### src/ecppt_pkg.sv
// Purpose: Shared constants and types for the ECP parallel port engine.
// Assumes: APB slave with 32-bit data, one register per aligned word.
// Notes: Register indices are kept as printed; byte address is index * 4.
package ecppt_pkg;

  // ***************************************************
  // Register map
  // ***************************************************
  localparam logic [15:0] IDX_DATA = 16'h0000;
  localparam logic [15:0] IDX_STATUS = 16'h0001;
  localparam logic [15:0] IDX_CONTROL = 16'h0002;
  localparam logic [15:0] IDX_FIFO = 16'h0400;
  localparam logic [15:0] IDX_CFGB = 16'h0401;
  localparam logic [15:0] IDX_EXTCTRL = 16'h0402;
  localparam logic [15:0] IDX_LOCAL = 16'h0403;
  localparam logic [15:0] ADDR_DATA = {IDX_DATA[13:0], 2'b00};
  localparam logic [15:0] ADDR_STATUS = {IDX_STATUS[13:0], 2'b00};
  localparam logic [15:0] ADDR_CONTROL = {IDX_CONTROL[13:0], 2'b00};
  localparam logic [15:0] ADDR_FIFO = {IDX_FIFO[13:0], 2'b00};
  localparam logic [15:0] ADDR_CFGB = {IDX_CFGB[13:0], 2'b00};
  localparam logic [15:0] ADDR_EXTCTRL = {IDX_EXTCTRL[13:0], 2'b00};
  localparam logic [15:0] ADDR_LOCAL = {IDX_LOCAL[13:0], 2'b00};

  // ***************************************************
  // Modes and fields
  // ***************************************************
  localparam logic [2:0] MODE_STD = 3'h0;
  localparam logic [2:0] MODE_BIDIR = 3'h1;
  localparam logic [2:0] MODE_FIFO = 3'h2;
  localparam logic [2:0] MODE_ECP = 3'h3;
  localparam logic [2:0] MODE_EPP = 3'h4;
  localparam logic [2:0] MODE_TEST = 3'h6;
  localparam logic [2:0] MODE_CONFIG = 3'h7;
  localparam int ECR_MODE_LSB = 5;
  localparam int ECR_NERR = 4;
  localparam int ECR_DMA_ENABLE_BIT = 3;
  localparam int ECR_SVC = 2;
  localparam int LOCAL_SINGLE_FLOPPY_EXTENSION_MODE = 4;
  localparam logic [7:0] CFGA_VALUE = 8'h10;
  localparam logic [5:0] CFGB_LOW = 6'h3f;
  localparam logic [2:0] STATUS_LOW = 3'h7;
  localparam logic [1:0] CONTROL_HIGH = 2'h3;
  localparam logic [3:0] THRESH_RESET = 4'h8;
  localparam logic [4:0] FIFO_DEPTH = 5'h10;
  localparam int FIFO_AW = 4;

  typedef struct packed {
    logic cmd;
    logic [7:0] data;
  } ecppt_entry_t;

  typedef struct packed {
    logic dir;
    logic ackIntEn;
    logic selectIn;
    logic init;
    logic autoFd;
    logic strobe;
  } ecppt_ctrl_t;

  typedef struct packed {
    logic [7:0] pdOut;
    logic pdOe;
    logic strobeN;
    logic autoFdN;
    logic initN;
    logic selectInN;
  } ecppt_pins_t;

  localparam ecppt_ctrl_t CTRL_RESET = '0;

endpackage

### src/ecppt_port.sv
// Purpose: ECP parallel port transfer engine with shared FIFO and APB.
// Assumes: All pin inputs are synchronous to clk.
// Notes: Summary of operation follows.
// Summary of operation
// - Forward strobes latch bytes into the peripheral, paced by Busy.
// - Reverse bytes are requested with nAutoFd and delivered with nAck.
// - Forward HostAck high sends data, low sends a command byte.
// - Reverse PeriphAck high marks data, low marks a command byte.
// - Data lines are driven only while nAckReverse permits forward.
// - Falling nFault raises an error interrupt in forward ECP mode.
// - nReverseRequest is driven low for reverse, high for forward.
// - nSelectIn stays deasserted throughout ECP mode.
// - Address port writes go out as commands, data port as data.
// - Automatic handshaking runs only in FIFO and ECP modes.
// - Leaving a non-basic mode is allowed only back to modes 0 or 1.
// - Direction may change only in bidirectional mode.
// - Repeat count goes to the address port, byte to the data port.
// - FIFO is off after reset, uses a set threshold, FIFO modes only.
// - DMA moves only FIFO port data, requested by the request line.
// - DMA terminal count sets the service flag and stops DMA.
// - PIO uses the FIFO ports after software sets up the flags.
// - In PIO the interrupt line asks the host to service the FIFO.
// - Floppy extension mode forces drive B motor and select inactive.
// - Floppy extension mode ORs data pins PD4-PD0 into floppy inputs.
// - Mode codes as listed; the FIFO is held reset in standard mode.
// - All FIFO ports share one sixteen byte buffer.
// - The service flag is sticky until software writes it to zero.
//
// The implementer's own choices: register access over APB and the register addresses.
`timescale 1ns/1ns
module ecppt_port
  import ecppt_pkg::*;
(
  input wire logic clk,
  input wire logic sys_rst,
  input wire logic psel,
  input wire logic penable,
  input wire logic pwrite,
  input wire logic [15:0] paddr,
  input wire logic [31:0] pwdata,
  input wire logic [3:0] pstrb,
  output logic [31:0] prdata,
  output logic pready,
  output logic pslverr,
  input wire logic [7:0] pdIn,
  input wire logic busy,
  input wire logic ackN,
  input wire logic pError,
  input wire logic select,
  input wire logic faultN,
  output ecppt_pins_t pins,
  output logic dmaReq,
  input wire logic dmaAck,
  input wire logic dmaTc,
  input wire logic [7:0] dmaWrData,
  output logic [7:0] dmaRdData,
  output logic irqOut,
  input wire logic fdcMotorBN,
  input wire logic fdcSelectBN,
  input wire logic diskChangeInN,
  input wire logic readDataInN,
  input wire logic writeProtectInN,
  input wire logic trackZeroInN,
  input wire logic indexInN,
  output logic driveBMotorOutN,
  output logic driveBSelectOutN,
  output logic [4:0] fdcInN
);

  // ***************************************************
  // Declarations
  // ***************************************************
  typedef enum logic [2:0] {
    ST_IDLE, ST_SETUP, ST_STROBE, ST_RV_REQ, ST_RV_DONE
  } ecppt_state_t;

  ecppt_state_t st;
  ecppt_ctrl_t ctrl;
  ecppt_entry_t mem [FIFO_DEPTH];
  ecppt_entry_t head;
  ecppt_entry_t pushEntry;
  logic [2:0] mode;
  logic nErrIntrEn;
  logic dma_enable_bit;
  logic service_interrupt_flag;
  logic [3:0] thresh;
  logic single_floppy_extension_mode;
  logic [7:0] dataReg;
  logic [7:0] pdReg;
  logic cmdReg;
  logic faultPrev;
  logic [FIFO_AW-1:0] wrPtr;
  logic [FIFO_AW-1:0] rdPtr;
  logic [4:0] count;
  logic [4:0] freeSlots;
  logic full;
  logic empty;
  logic acc;
  logic wrOk;
  logic isData, isStatus, isCtrl, isFifo, isCfgb, isExt, isLocal;
  logic mapped;
  logic [7:0] rdByte;
  logic fifoMode;
  logic fwdAuto;
  logic revAuto;
  logic fwdGo;
  logic hostPush, hostPop, dmaPush, dmaPop, engPush, engPop;
  logic push, pop;
  logic ecrWr;
  logic [2:0] newMode;
  logic modeLegal;
  logic svcCond;
  logic svcSet;
  logic faultEvt;

  // ***************************************************
  // Register bus decode
  // ***************************************************
  always_comb begin
    isData = paddr == ADDR_DATA;
    isStatus = paddr == ADDR_STATUS;
    isCtrl = paddr == ADDR_CONTROL;
    isFifo = paddr == ADDR_FIFO;
    isCfgb = paddr == ADDR_CFGB;
    isExt = paddr == ADDR_EXTCTRL;
    isLocal = paddr == ADDR_LOCAL;
    mapped = isData | isStatus | isCtrl | isFifo | isExt | isLocal |
             (isCfgb & (mode == MODE_CONFIG));
    rdByte = 8'h00;
    if (isData) begin
      rdByte = (mode == MODE_BIDIR) ? pdIn : dataReg;
    end else if (isStatus) begin
      rdByte = {~busy, ackN, pError, select, faultN, STATUS_LOW};
    end else if (isCtrl) begin
      rdByte = {CONTROL_HIGH, ctrl};
    end else if (isFifo) begin
      rdByte = (mode == MODE_CONFIG) ? CFGA_VALUE : head.data;
    end else if (isCfgb) begin
      rdByte = {1'b0, irqOut, CFGB_LOW};
    end else if (isExt) begin
      rdByte = {mode, nErrIntrEn, dma_enable_bit, service_interrupt_flag, full, empty};
    end else if (isLocal) begin
      rdByte = {3'h0, single_floppy_extension_mode, thresh};
    end
  end

  assign acc = psel & penable;
  assign pready = acc;
  assign wrOk = acc & pwrite & pstrb[0] & mapped;
  assign ecrWr = wrOk & isExt;
  assign newMode = pwdata[ECR_MODE_LSB +: 3];
  // Leaving an extended mode must pass through a basic mode first.
  assign modeLegal = (mode == MODE_STD) | (mode == MODE_BIDIR) |
                     (newMode == MODE_STD) | (newMode == MODE_BIDIR);

  // Read data is captured in the setup cycle so the access phase is
  // zero wait and the FIFO head is sampled before the pop.
  always_ff @(posedge clk or posedge sys_rst) begin
    if (sys_rst) begin
      prdata <= 32'h0;
      pslverr <= 1'b0;
    end else if (psel & ~penable) begin
      prdata <= {24'h0, rdByte};
      pslverr <= ~mapped;
    end
  end

  // ***************************************************
  // Control registers
  // ***************************************************
  always_ff @(posedge clk or posedge sys_rst) begin
    if (sys_rst) begin
      mode <= MODE_STD;
      nErrIntrEn <= 1'b0;
      dma_enable_bit <= 1'b0;
    end else if (ecrWr) begin
      if (modeLegal) begin
        mode <= newMode;
      end
      nErrIntrEn <= pwdata[ECR_NERR];
      dma_enable_bit <= pwdata[ECR_DMA_ENABLE_BIT];
    end
  end

  always_ff @(posedge clk or posedge sys_rst) begin
    if (sys_rst) begin
      ctrl <= CTRL_RESET;
    end else if (wrOk & isCtrl) begin
      ctrl.ackIntEn <= pwdata[4];
      ctrl.selectIn <= pwdata[3];
      ctrl.init <= pwdata[2];
      ctrl.autoFd <= pwdata[1];
      ctrl.strobe <= pwdata[0];
      if (mode == MODE_BIDIR) begin
        ctrl.dir <= pwdata[5];
      end
    end
  end

  always_ff @(posedge clk or posedge sys_rst) begin
    if (sys_rst) begin
      thresh <= THRESH_RESET;
      single_floppy_extension_mode <= 1'b0;
      dataReg <= 8'h00;
    end else begin
      if (wrOk & isLocal) begin
        thresh <= pwdata[3:0];
        single_floppy_extension_mode <= pwdata[LOCAL_SINGLE_FLOPPY_EXTENSION_MODE];
      end
      if (wrOk & isData & (mode != MODE_ECP)) begin
        dataReg <= pwdata[7:0];
      end
    end
  end

  // ***************************************************
  // Shared FIFO
  // ***************************************************
  assign fifoMode = (mode == MODE_FIFO) | (mode == MODE_ECP) |
                    (mode == MODE_TEST);
  assign full = count == FIFO_DEPTH;
  assign empty = count == 5'h0;
  assign freeSlots = FIFO_DEPTH - count;
  assign head = mem[rdPtr];
  assign fwdAuto = ((mode == MODE_ECP) | (mode == MODE_FIFO)) &
                   ~ctrl.dir;
  assign revAuto = (mode == MODE_ECP) & ctrl.dir;
  assign fwdGo = fwdAuto & ~empty & ((mode != MODE_ECP) | pError);

  always_comb begin
    hostPush = wrOk & ((isData & (mode == MODE_ECP)) |
                       (isFifo & fifoMode));
    hostPop = acc & ~pwrite & isFifo & fifoMode;
    dmaPush = dmaAck & dma_enable_bit & fifoMode & ~ctrl.dir & ~hostPush;
    dmaPop = dmaAck & dma_enable_bit & fifoMode & ctrl.dir & ~hostPop;
    engPush = (st == ST_RV_REQ) & ~ackN;
    engPop = (st == ST_IDLE) & fwdGo;
    push = (hostPush | dmaPush | engPush) & ~full;
    pop = (hostPop | dmaPop | engPop) & ~empty;
    pushEntry = '0;
    if (hostPush) begin
      pushEntry.cmd = isData;
      pushEntry.data = pwdata[7:0];
    end else if (dmaPush) begin
      pushEntry.data = dmaWrData;
    end else begin
      pushEntry.cmd = ~busy;
      pushEntry.data = pdIn;
    end
  end

  always_ff @(posedge clk) begin
    if (push) begin
      mem[wrPtr] <= pushEntry;
    end
  end

  always_ff @(posedge clk or posedge sys_rst) begin
    if (sys_rst) begin
      wrPtr <= '0;
      rdPtr <= '0;
      count <= 5'h0;
    end else if (mode == MODE_STD) begin
      wrPtr <= '0;
      rdPtr <= '0;
      count <= 5'h0;
    end else begin
      if (push) begin
        wrPtr <= wrPtr + 1'b1;
      end
      if (pop) begin
        rdPtr <= rdPtr + 1'b1;
      end
      count <= count + {4'h0, push} - {4'h0, pop};
    end
  end

  always_ff @(posedge clk or posedge sys_rst) begin
    if (sys_rst) begin
      dmaRdData <= 8'h00;
    end else if (dmaPop & ~empty) begin
      dmaRdData <= head.data;
    end
  end

  // ***************************************************
  // Port handshake engine
  // ***************************************************
  always_ff @(posedge clk or posedge sys_rst) begin
    if (sys_rst) begin
      st <= ST_IDLE;
      pdReg <= 8'h00;
      cmdReg <= 1'b0;
    end else if (~(fwdAuto | revAuto)) begin
      st <= ST_IDLE;
    end else begin
      case (st)
        ST_IDLE: begin
          if (fwdGo) begin
            pdReg <= head.data;
            cmdReg <= head.cmd & (mode == MODE_ECP);
            st <= ST_SETUP;
          end else if (revAuto & ~pError & ~full) begin
            st <= ST_RV_REQ;
          end
        end
        ST_SETUP: begin
          if (~busy) begin
            st <= ST_STROBE;
          end
        end
        ST_STROBE: begin
          if (busy) begin
            st <= ST_IDLE;
          end
        end
        ST_RV_REQ: begin
          if (~ackN) begin
            st <= ST_RV_DONE;
          end
        end
        ST_RV_DONE: begin
          if (ackN) begin
            st <= ST_IDLE;
          end
        end
        default: begin
          st <= ST_IDLE;
        end
      endcase
    end
  end

  always_comb begin
    pins.pdOut = fwdAuto ? pdReg : dataReg;
    pins.pdOe = (mode == MODE_STD) |
                (~ctrl.dir & ((mode != MODE_ECP) | pError));
    pins.strobeN = fwdAuto ? (st != ST_STROBE) : ~ctrl.strobe;
    if ((mode == MODE_ECP) & ~ctrl.dir) begin
      pins.autoFdN = ~cmdReg;
    end else if (revAuto) begin
      pins.autoFdN = st != ST_RV_REQ;
    end else begin
      pins.autoFdN = ~ctrl.autoFd;
    end
    pins.initN = (mode == MODE_ECP) ? ~ctrl.dir : ctrl.init;
    pins.selectInN = (mode == MODE_ECP) | ~ctrl.selectIn;
  end

  // ***************************************************
  // Service, DMA and error requests
  // ***************************************************
  // Threshold conditions apply only without DMA, so a DMA run ends
  // solely on terminal count.
  always_comb begin
    if (dma_enable_bit) begin
      svcCond = dmaAck & dmaTc;
    end else if (ctrl.dir) begin
      svcCond = count >= {1'b0, thresh};
    end else begin
      svcCond = freeSlots >= {1'b0, thresh};
    end
  end

  assign svcSet = ~service_interrupt_flag & fifoMode & svcCond;
  assign faultEvt = faultPrev & ~faultN & ~nErrIntrEn &
                    (mode == MODE_ECP) & ~ctrl.dir;
  assign dmaReq = dma_enable_bit & ~service_interrupt_flag & fifoMode &
                  (ctrl.dir ? ~empty : ~full);

  always_ff @(posedge clk or posedge sys_rst) begin
    if (sys_rst) begin
      service_interrupt_flag <= 1'b0;
    end else if (svcSet) begin
      service_interrupt_flag <= 1'b1;
    end else if (ecrWr) begin
      service_interrupt_flag <= pwdata[ECR_SVC];
    end
  end

  always_ff @(posedge clk or posedge sys_rst) begin
    if (sys_rst) begin
      faultPrev <= 1'b1;
      irqOut <= 1'b0;
    end else begin
      faultPrev <= faultN;
      irqOut <= svcSet | faultEvt;
    end
  end

  // ***************************************************
  // Floppy extension pins
  // ***************************************************
  assign driveBMotorOutN = single_floppy_extension_mode | fdcMotorBN;
  assign driveBSelectOutN = single_floppy_extension_mode | fdcSelectBN;
  assign fdcInN = {diskChangeInN, readDataInN, writeProtectInN,
                   trackZeroInN, indexInN} |
                  ({5{single_floppy_extension_mode}} & pdIn[4:0]);
endmodule

### config.mk
export PLATFORM = sky130hd
export DESIGN_NAME = ecppt_port
export DESIGN_NICKNAME = d
export VERILOG_FILES = /design/src/ecppt_pkg.sv /design/src/ecppt_port.sv
export SDC_FILE = /design/constraint.sdc
export NUM_CORES = 1
export LEC_CHECK = 0
export ABC_AREA = 1
export BUFFER_PORTS_ARGS = -buffer_cell sky130_fd_sc_hd__buf_4
export CORE_MARGIN = 3
export CORE_UTILIZATION = 35
export CTS_CLUSTER_DIAMETER = 100
export CTS_CLUSTER_SIZE = 24
export DETAILED_ROUTE_END_ITERATION = 8
export GPL_TIMING_DRIVEN = 0
export PLACE_DENSITY = 0.51
export SYNTH_ARGS = -nofsm -noshare
export SYNTH_HDL_FRONTEND = slang
export SYNTH_SLANG_ARGS = --single-unit
export TNS_END_PERCENT = 5
### constraint.sdc
create_clock -name clk -period 9.15 [get_ports clk]
set_input_delay 0.915 -clock clk [delete_from_list [all_inputs] [get_ports clk]]
set_output_delay 0.915 -clock clk [all_outputs]
set_load 0.005 [all_outputs]
==> summary.md <==
| Metric | Value |
|---|---|
| Die W | `179 um` |
| Layout Nets | `1343` |
| Vias | `8118` |
| WL/cell | `20.1 um` |
| Final period util | `40.4%` |
| Max-slew violations | `0` |
| Postcts setup bufs | `0` |
| Clock Path Buffers | `3` |
| RSZ-0062 raised after global routing | `false` |
| Vias/cell | `5.00` |
| Final Critical Period | `3.69 ns` |
| Slew HR | `9.27%` |
| Rows | `62` |
| WS Path Type | `flop to flop` |
| Post-route ant nets | `0` |
| Max H-tree Level | `1` |
| Post-synth cell types | `44` |
| Cell-by-cell trace of the critical path | `inv_1 > ha_1 > nand2_1 > inv_1 > ha_1 > inv_1 > nand4_1 > nand3_1 > nand2_1 > inv_1 > ha_1 > inv_1 > ha_1 > inv_1 > fa_1 > o21bai_1 > a21oi_1 > xor2_1 > nor2_1` |
| Post-synth top cells | `nand2_1 (237), edfxtp_1 (144), o21ai_0 (113)` |
| Area growth syn-to-layout | `18.5%` |
| Clock sink count | `213` |
| Slew @ Worst Pin | `1.35 ns` |
| Sequential-to-total area share from yosys stat | `58.1%` |
| Dominant cells by area after synthesis | `edfxtp_1 (42%), dfrtp_1 (16%), nand2_1 (8.5%)` |
| Mapped Area | `0.0104 sq mm` |
| Most numerous cell in the Yosys netlist | `nand2_1` |
| Design area | `0.0123 sq mm` |
| Layout cells sized above 1 | `18.9%` |
| Most common flop cell mapped by yosys | `edfxtp_1` |
| Post-synth top area cell | `edfxtp_1` |
| First-pass GRT wire length | `49500 um` |
| Max stage delay cell, worst path | `dfrtp_1` |
| Num CTS Buffers | `13` |
| Fraction of registers with async set/reset | `32.4%` |
| DIE HEIGHT | `179 um` |
| Lkg Pwr | `5.11 nW` |
| Crit path largest cell delay | `0.46 ns` |
| Largest net degree at the start of global routing | `57` |
| Worst path most repeated cell | `inv_1` |
| P per Cell Area | `141 mW/mm^2` |
| Vias in the first global route | `7950` |
| GR Util All Layers | `20.7%` |
| Hold Buf Count CTS | `0` |
| Filler Cell Count | `2874` |
| Required @ worst endpoint | `9.52 ns` |
| IO Port Bufs | `99` |
| Inserted Diodes | `0` |
| Hold Crit Class | `input port to async pin` |
| Final setup fails | `0` |
| Initial core utilization | `35.9%` |
| Die area | `0.0319 sq mm` |
| Placed wire-length estimate | `24300 um` |
| Critical Path Start Type | `flop` |
| Synthesized flop and latch total | `213` |
| Synth top area share | `41.5%` |
| GRT overflow | `0` |
| DRT iter0 DRCs | `646` |
| CTS tree | `yes` |
| CTS clk-pin slew, worst paths | `0.10 ns` |
| Status | `complete, no violations` |
| Post-Place Cell Area | `0.0119 sq mm` |
| Initial antenna violation count | `1` |
| Clock Latency Late Sink | `0.50 ns` |
| Final-report hold violation count | `0` |
| Post-synthesis cell count | `1084` |
| DRC Markers | `0` |
| 1st-pass router iterations | `5` |
| Skew final | `0.0324 ns` |
| Post-CTS sizing | `0` |
| Worst r2r path cells | `19` |
| CP Capture Type | `flop` |
| CP max FO | `4` |
| Syn avg cell area | `9.61 sq um` |
| I/O pin cnt | `151` |
| Critical path arrival | `4.07 ns` |
| Core footprint | `0.0290 sq mm` |
| Achievable Freq | `0.271 GHz` |
| Yosys warns | `0` |
| Post-synth EDFFs | `144` |
| Final setup TNS | `0 ns` |
| Worst vdd ir | `0.0960 mV` |
| Final GP Congestion | `0.859` |
| Final wirelength | `32600 um` |
| Max-Cap Viols | `0` |
| Root Buffer | `clkbuf_16` |
-- critical path, delay by kind of cell (launching register included) --
| family | cells | cell delay (ns) |
|---|---|---|
| adders and majority gates | 5 | 1.29 |
| AOI/OAI and AO/OA | 2 | 0.28 |
| buffers and inverters | 6 | 0.67 |
| DFF | 1 | 0.46 |
| xor gates and xnor gates | 1 | 0.13 |
| and+or+nand+nor | 5 | 0.72 |
-- registers in the layout, indices dropped and copies added, names as in the netlist, 4 cells and up --
signal / count
dataReg: 8
prdata: 8
mem: 144
thresh: 4
pdReg: 8
rdPtr: 4
ctrl: 6
count: 5
wrPtr: 4
dmaRdData: 8
-- layer usage --
layer	share of wire (%)	GRT usage, %
met1	45	28.8
met3	5.5	2.85
met2	47	34.7
met5	0.040	0
met4	2.0	4.48
-- power by group --
part | internal (mW) | total [mW] | switching [mW] | leakage, nW
clock network | 0.293 | 0.636 | 0.343 | 0.197
logic | 0.0345 | 0.0770 | 0.0425 | 2.73
registers | 1.03 | 1.03 | 0.000938 | 2.19
total | 1.36 | 1.74 | 0.386 | 5.11
-- cell type report --
class	count	area, sq um	area share [%]
Inverter	114	430	3.49
Clock buffer	19	369	2.99
Clock inverter	3	37.5	0.304
Multi-Input combinational cell	721	3740	30.3
Timing Repair Buffer	111	876	7.09
Tap cell	384	480	3.89
Sequential cell	213	6050	49.0
Buffer	59	362	2.93
-- final timing paths --
path | startpoint | to | slack, ns
worst max-delay path | count[1]$_DFF_PP0_ | count[4]$_DFF_PP0_ | 5.46
worst min-delay path | sys_rst | count[4]$_DFF_PP0_ | 0.34
worst max register to register | count[1]$_DFF_PP0_ | count[4]$_DFF_PP0_ | 5.46
worst min register to register | faultPrev$_DFF_PP1_ | irqOut$_DFF_PP0_ | 0.48
max in group asynchronous | sys_rst | faultPrev$_DFF_PP1_ | 8.18
min in group clk | faultPrev$_DFF_PP1_ | irqOut$_DFF_PP0_ | 0.48
-- placed cells by master (no fill, tap or decap), drive strengths merged, types with 2 or more instances in the layout --
cell type	netlist	layout
dfstp	2	2
buf	43	154
o22ai	11	11
clkbuf	16	35
inv	112	114
conb	1	24
o21bai	6	6
nor2	113	113
nor4	2	2
ha	22	22
nor3	20	20
o21ai	122	122
edfxtp	144	144
or2	3	3
xor2	5	5
o211ai	21	21
xnor2	2	2
a31oi	18	18
dfrtp	67	67
a21oi	30	30
nand3	50	50
clkinv	2	3
nand2	249	249
nand4	16	16
-- stage by stage --
step / hold slack [ns] / cells / utilization (%) / worst slack (ns) / total power [mW]
CTS: 0.328 / 1623 / 42.5 / 5.45 / 1.76
global placement: 0.466 / 1590 / 40.4 / 4.83 / 1.13
detailed placement: 0.467 / 1601 / 41.1 / 5.08 / 1.13
global route: 0.335 / 1624 / 42.6 / 5.17 / 1.80
floorplan: 0.449 / 1107 / - / 5.73 / 1.08
finish: 0.344 / 1624 / 42.6 / 5.46 / 1.74
-- cell families after synthesis --
kind of cell	count (synthesis)	share of synthesized area, %
compound gates	212	11.6
xor+xnor	7	0.589
fa+ha+maj	23	2.84
buf+inv	173	7.58
flops	213	58.1
other cells	1	0.0360
simple gates	455	19.2
(Power assumes the default switching activity.)
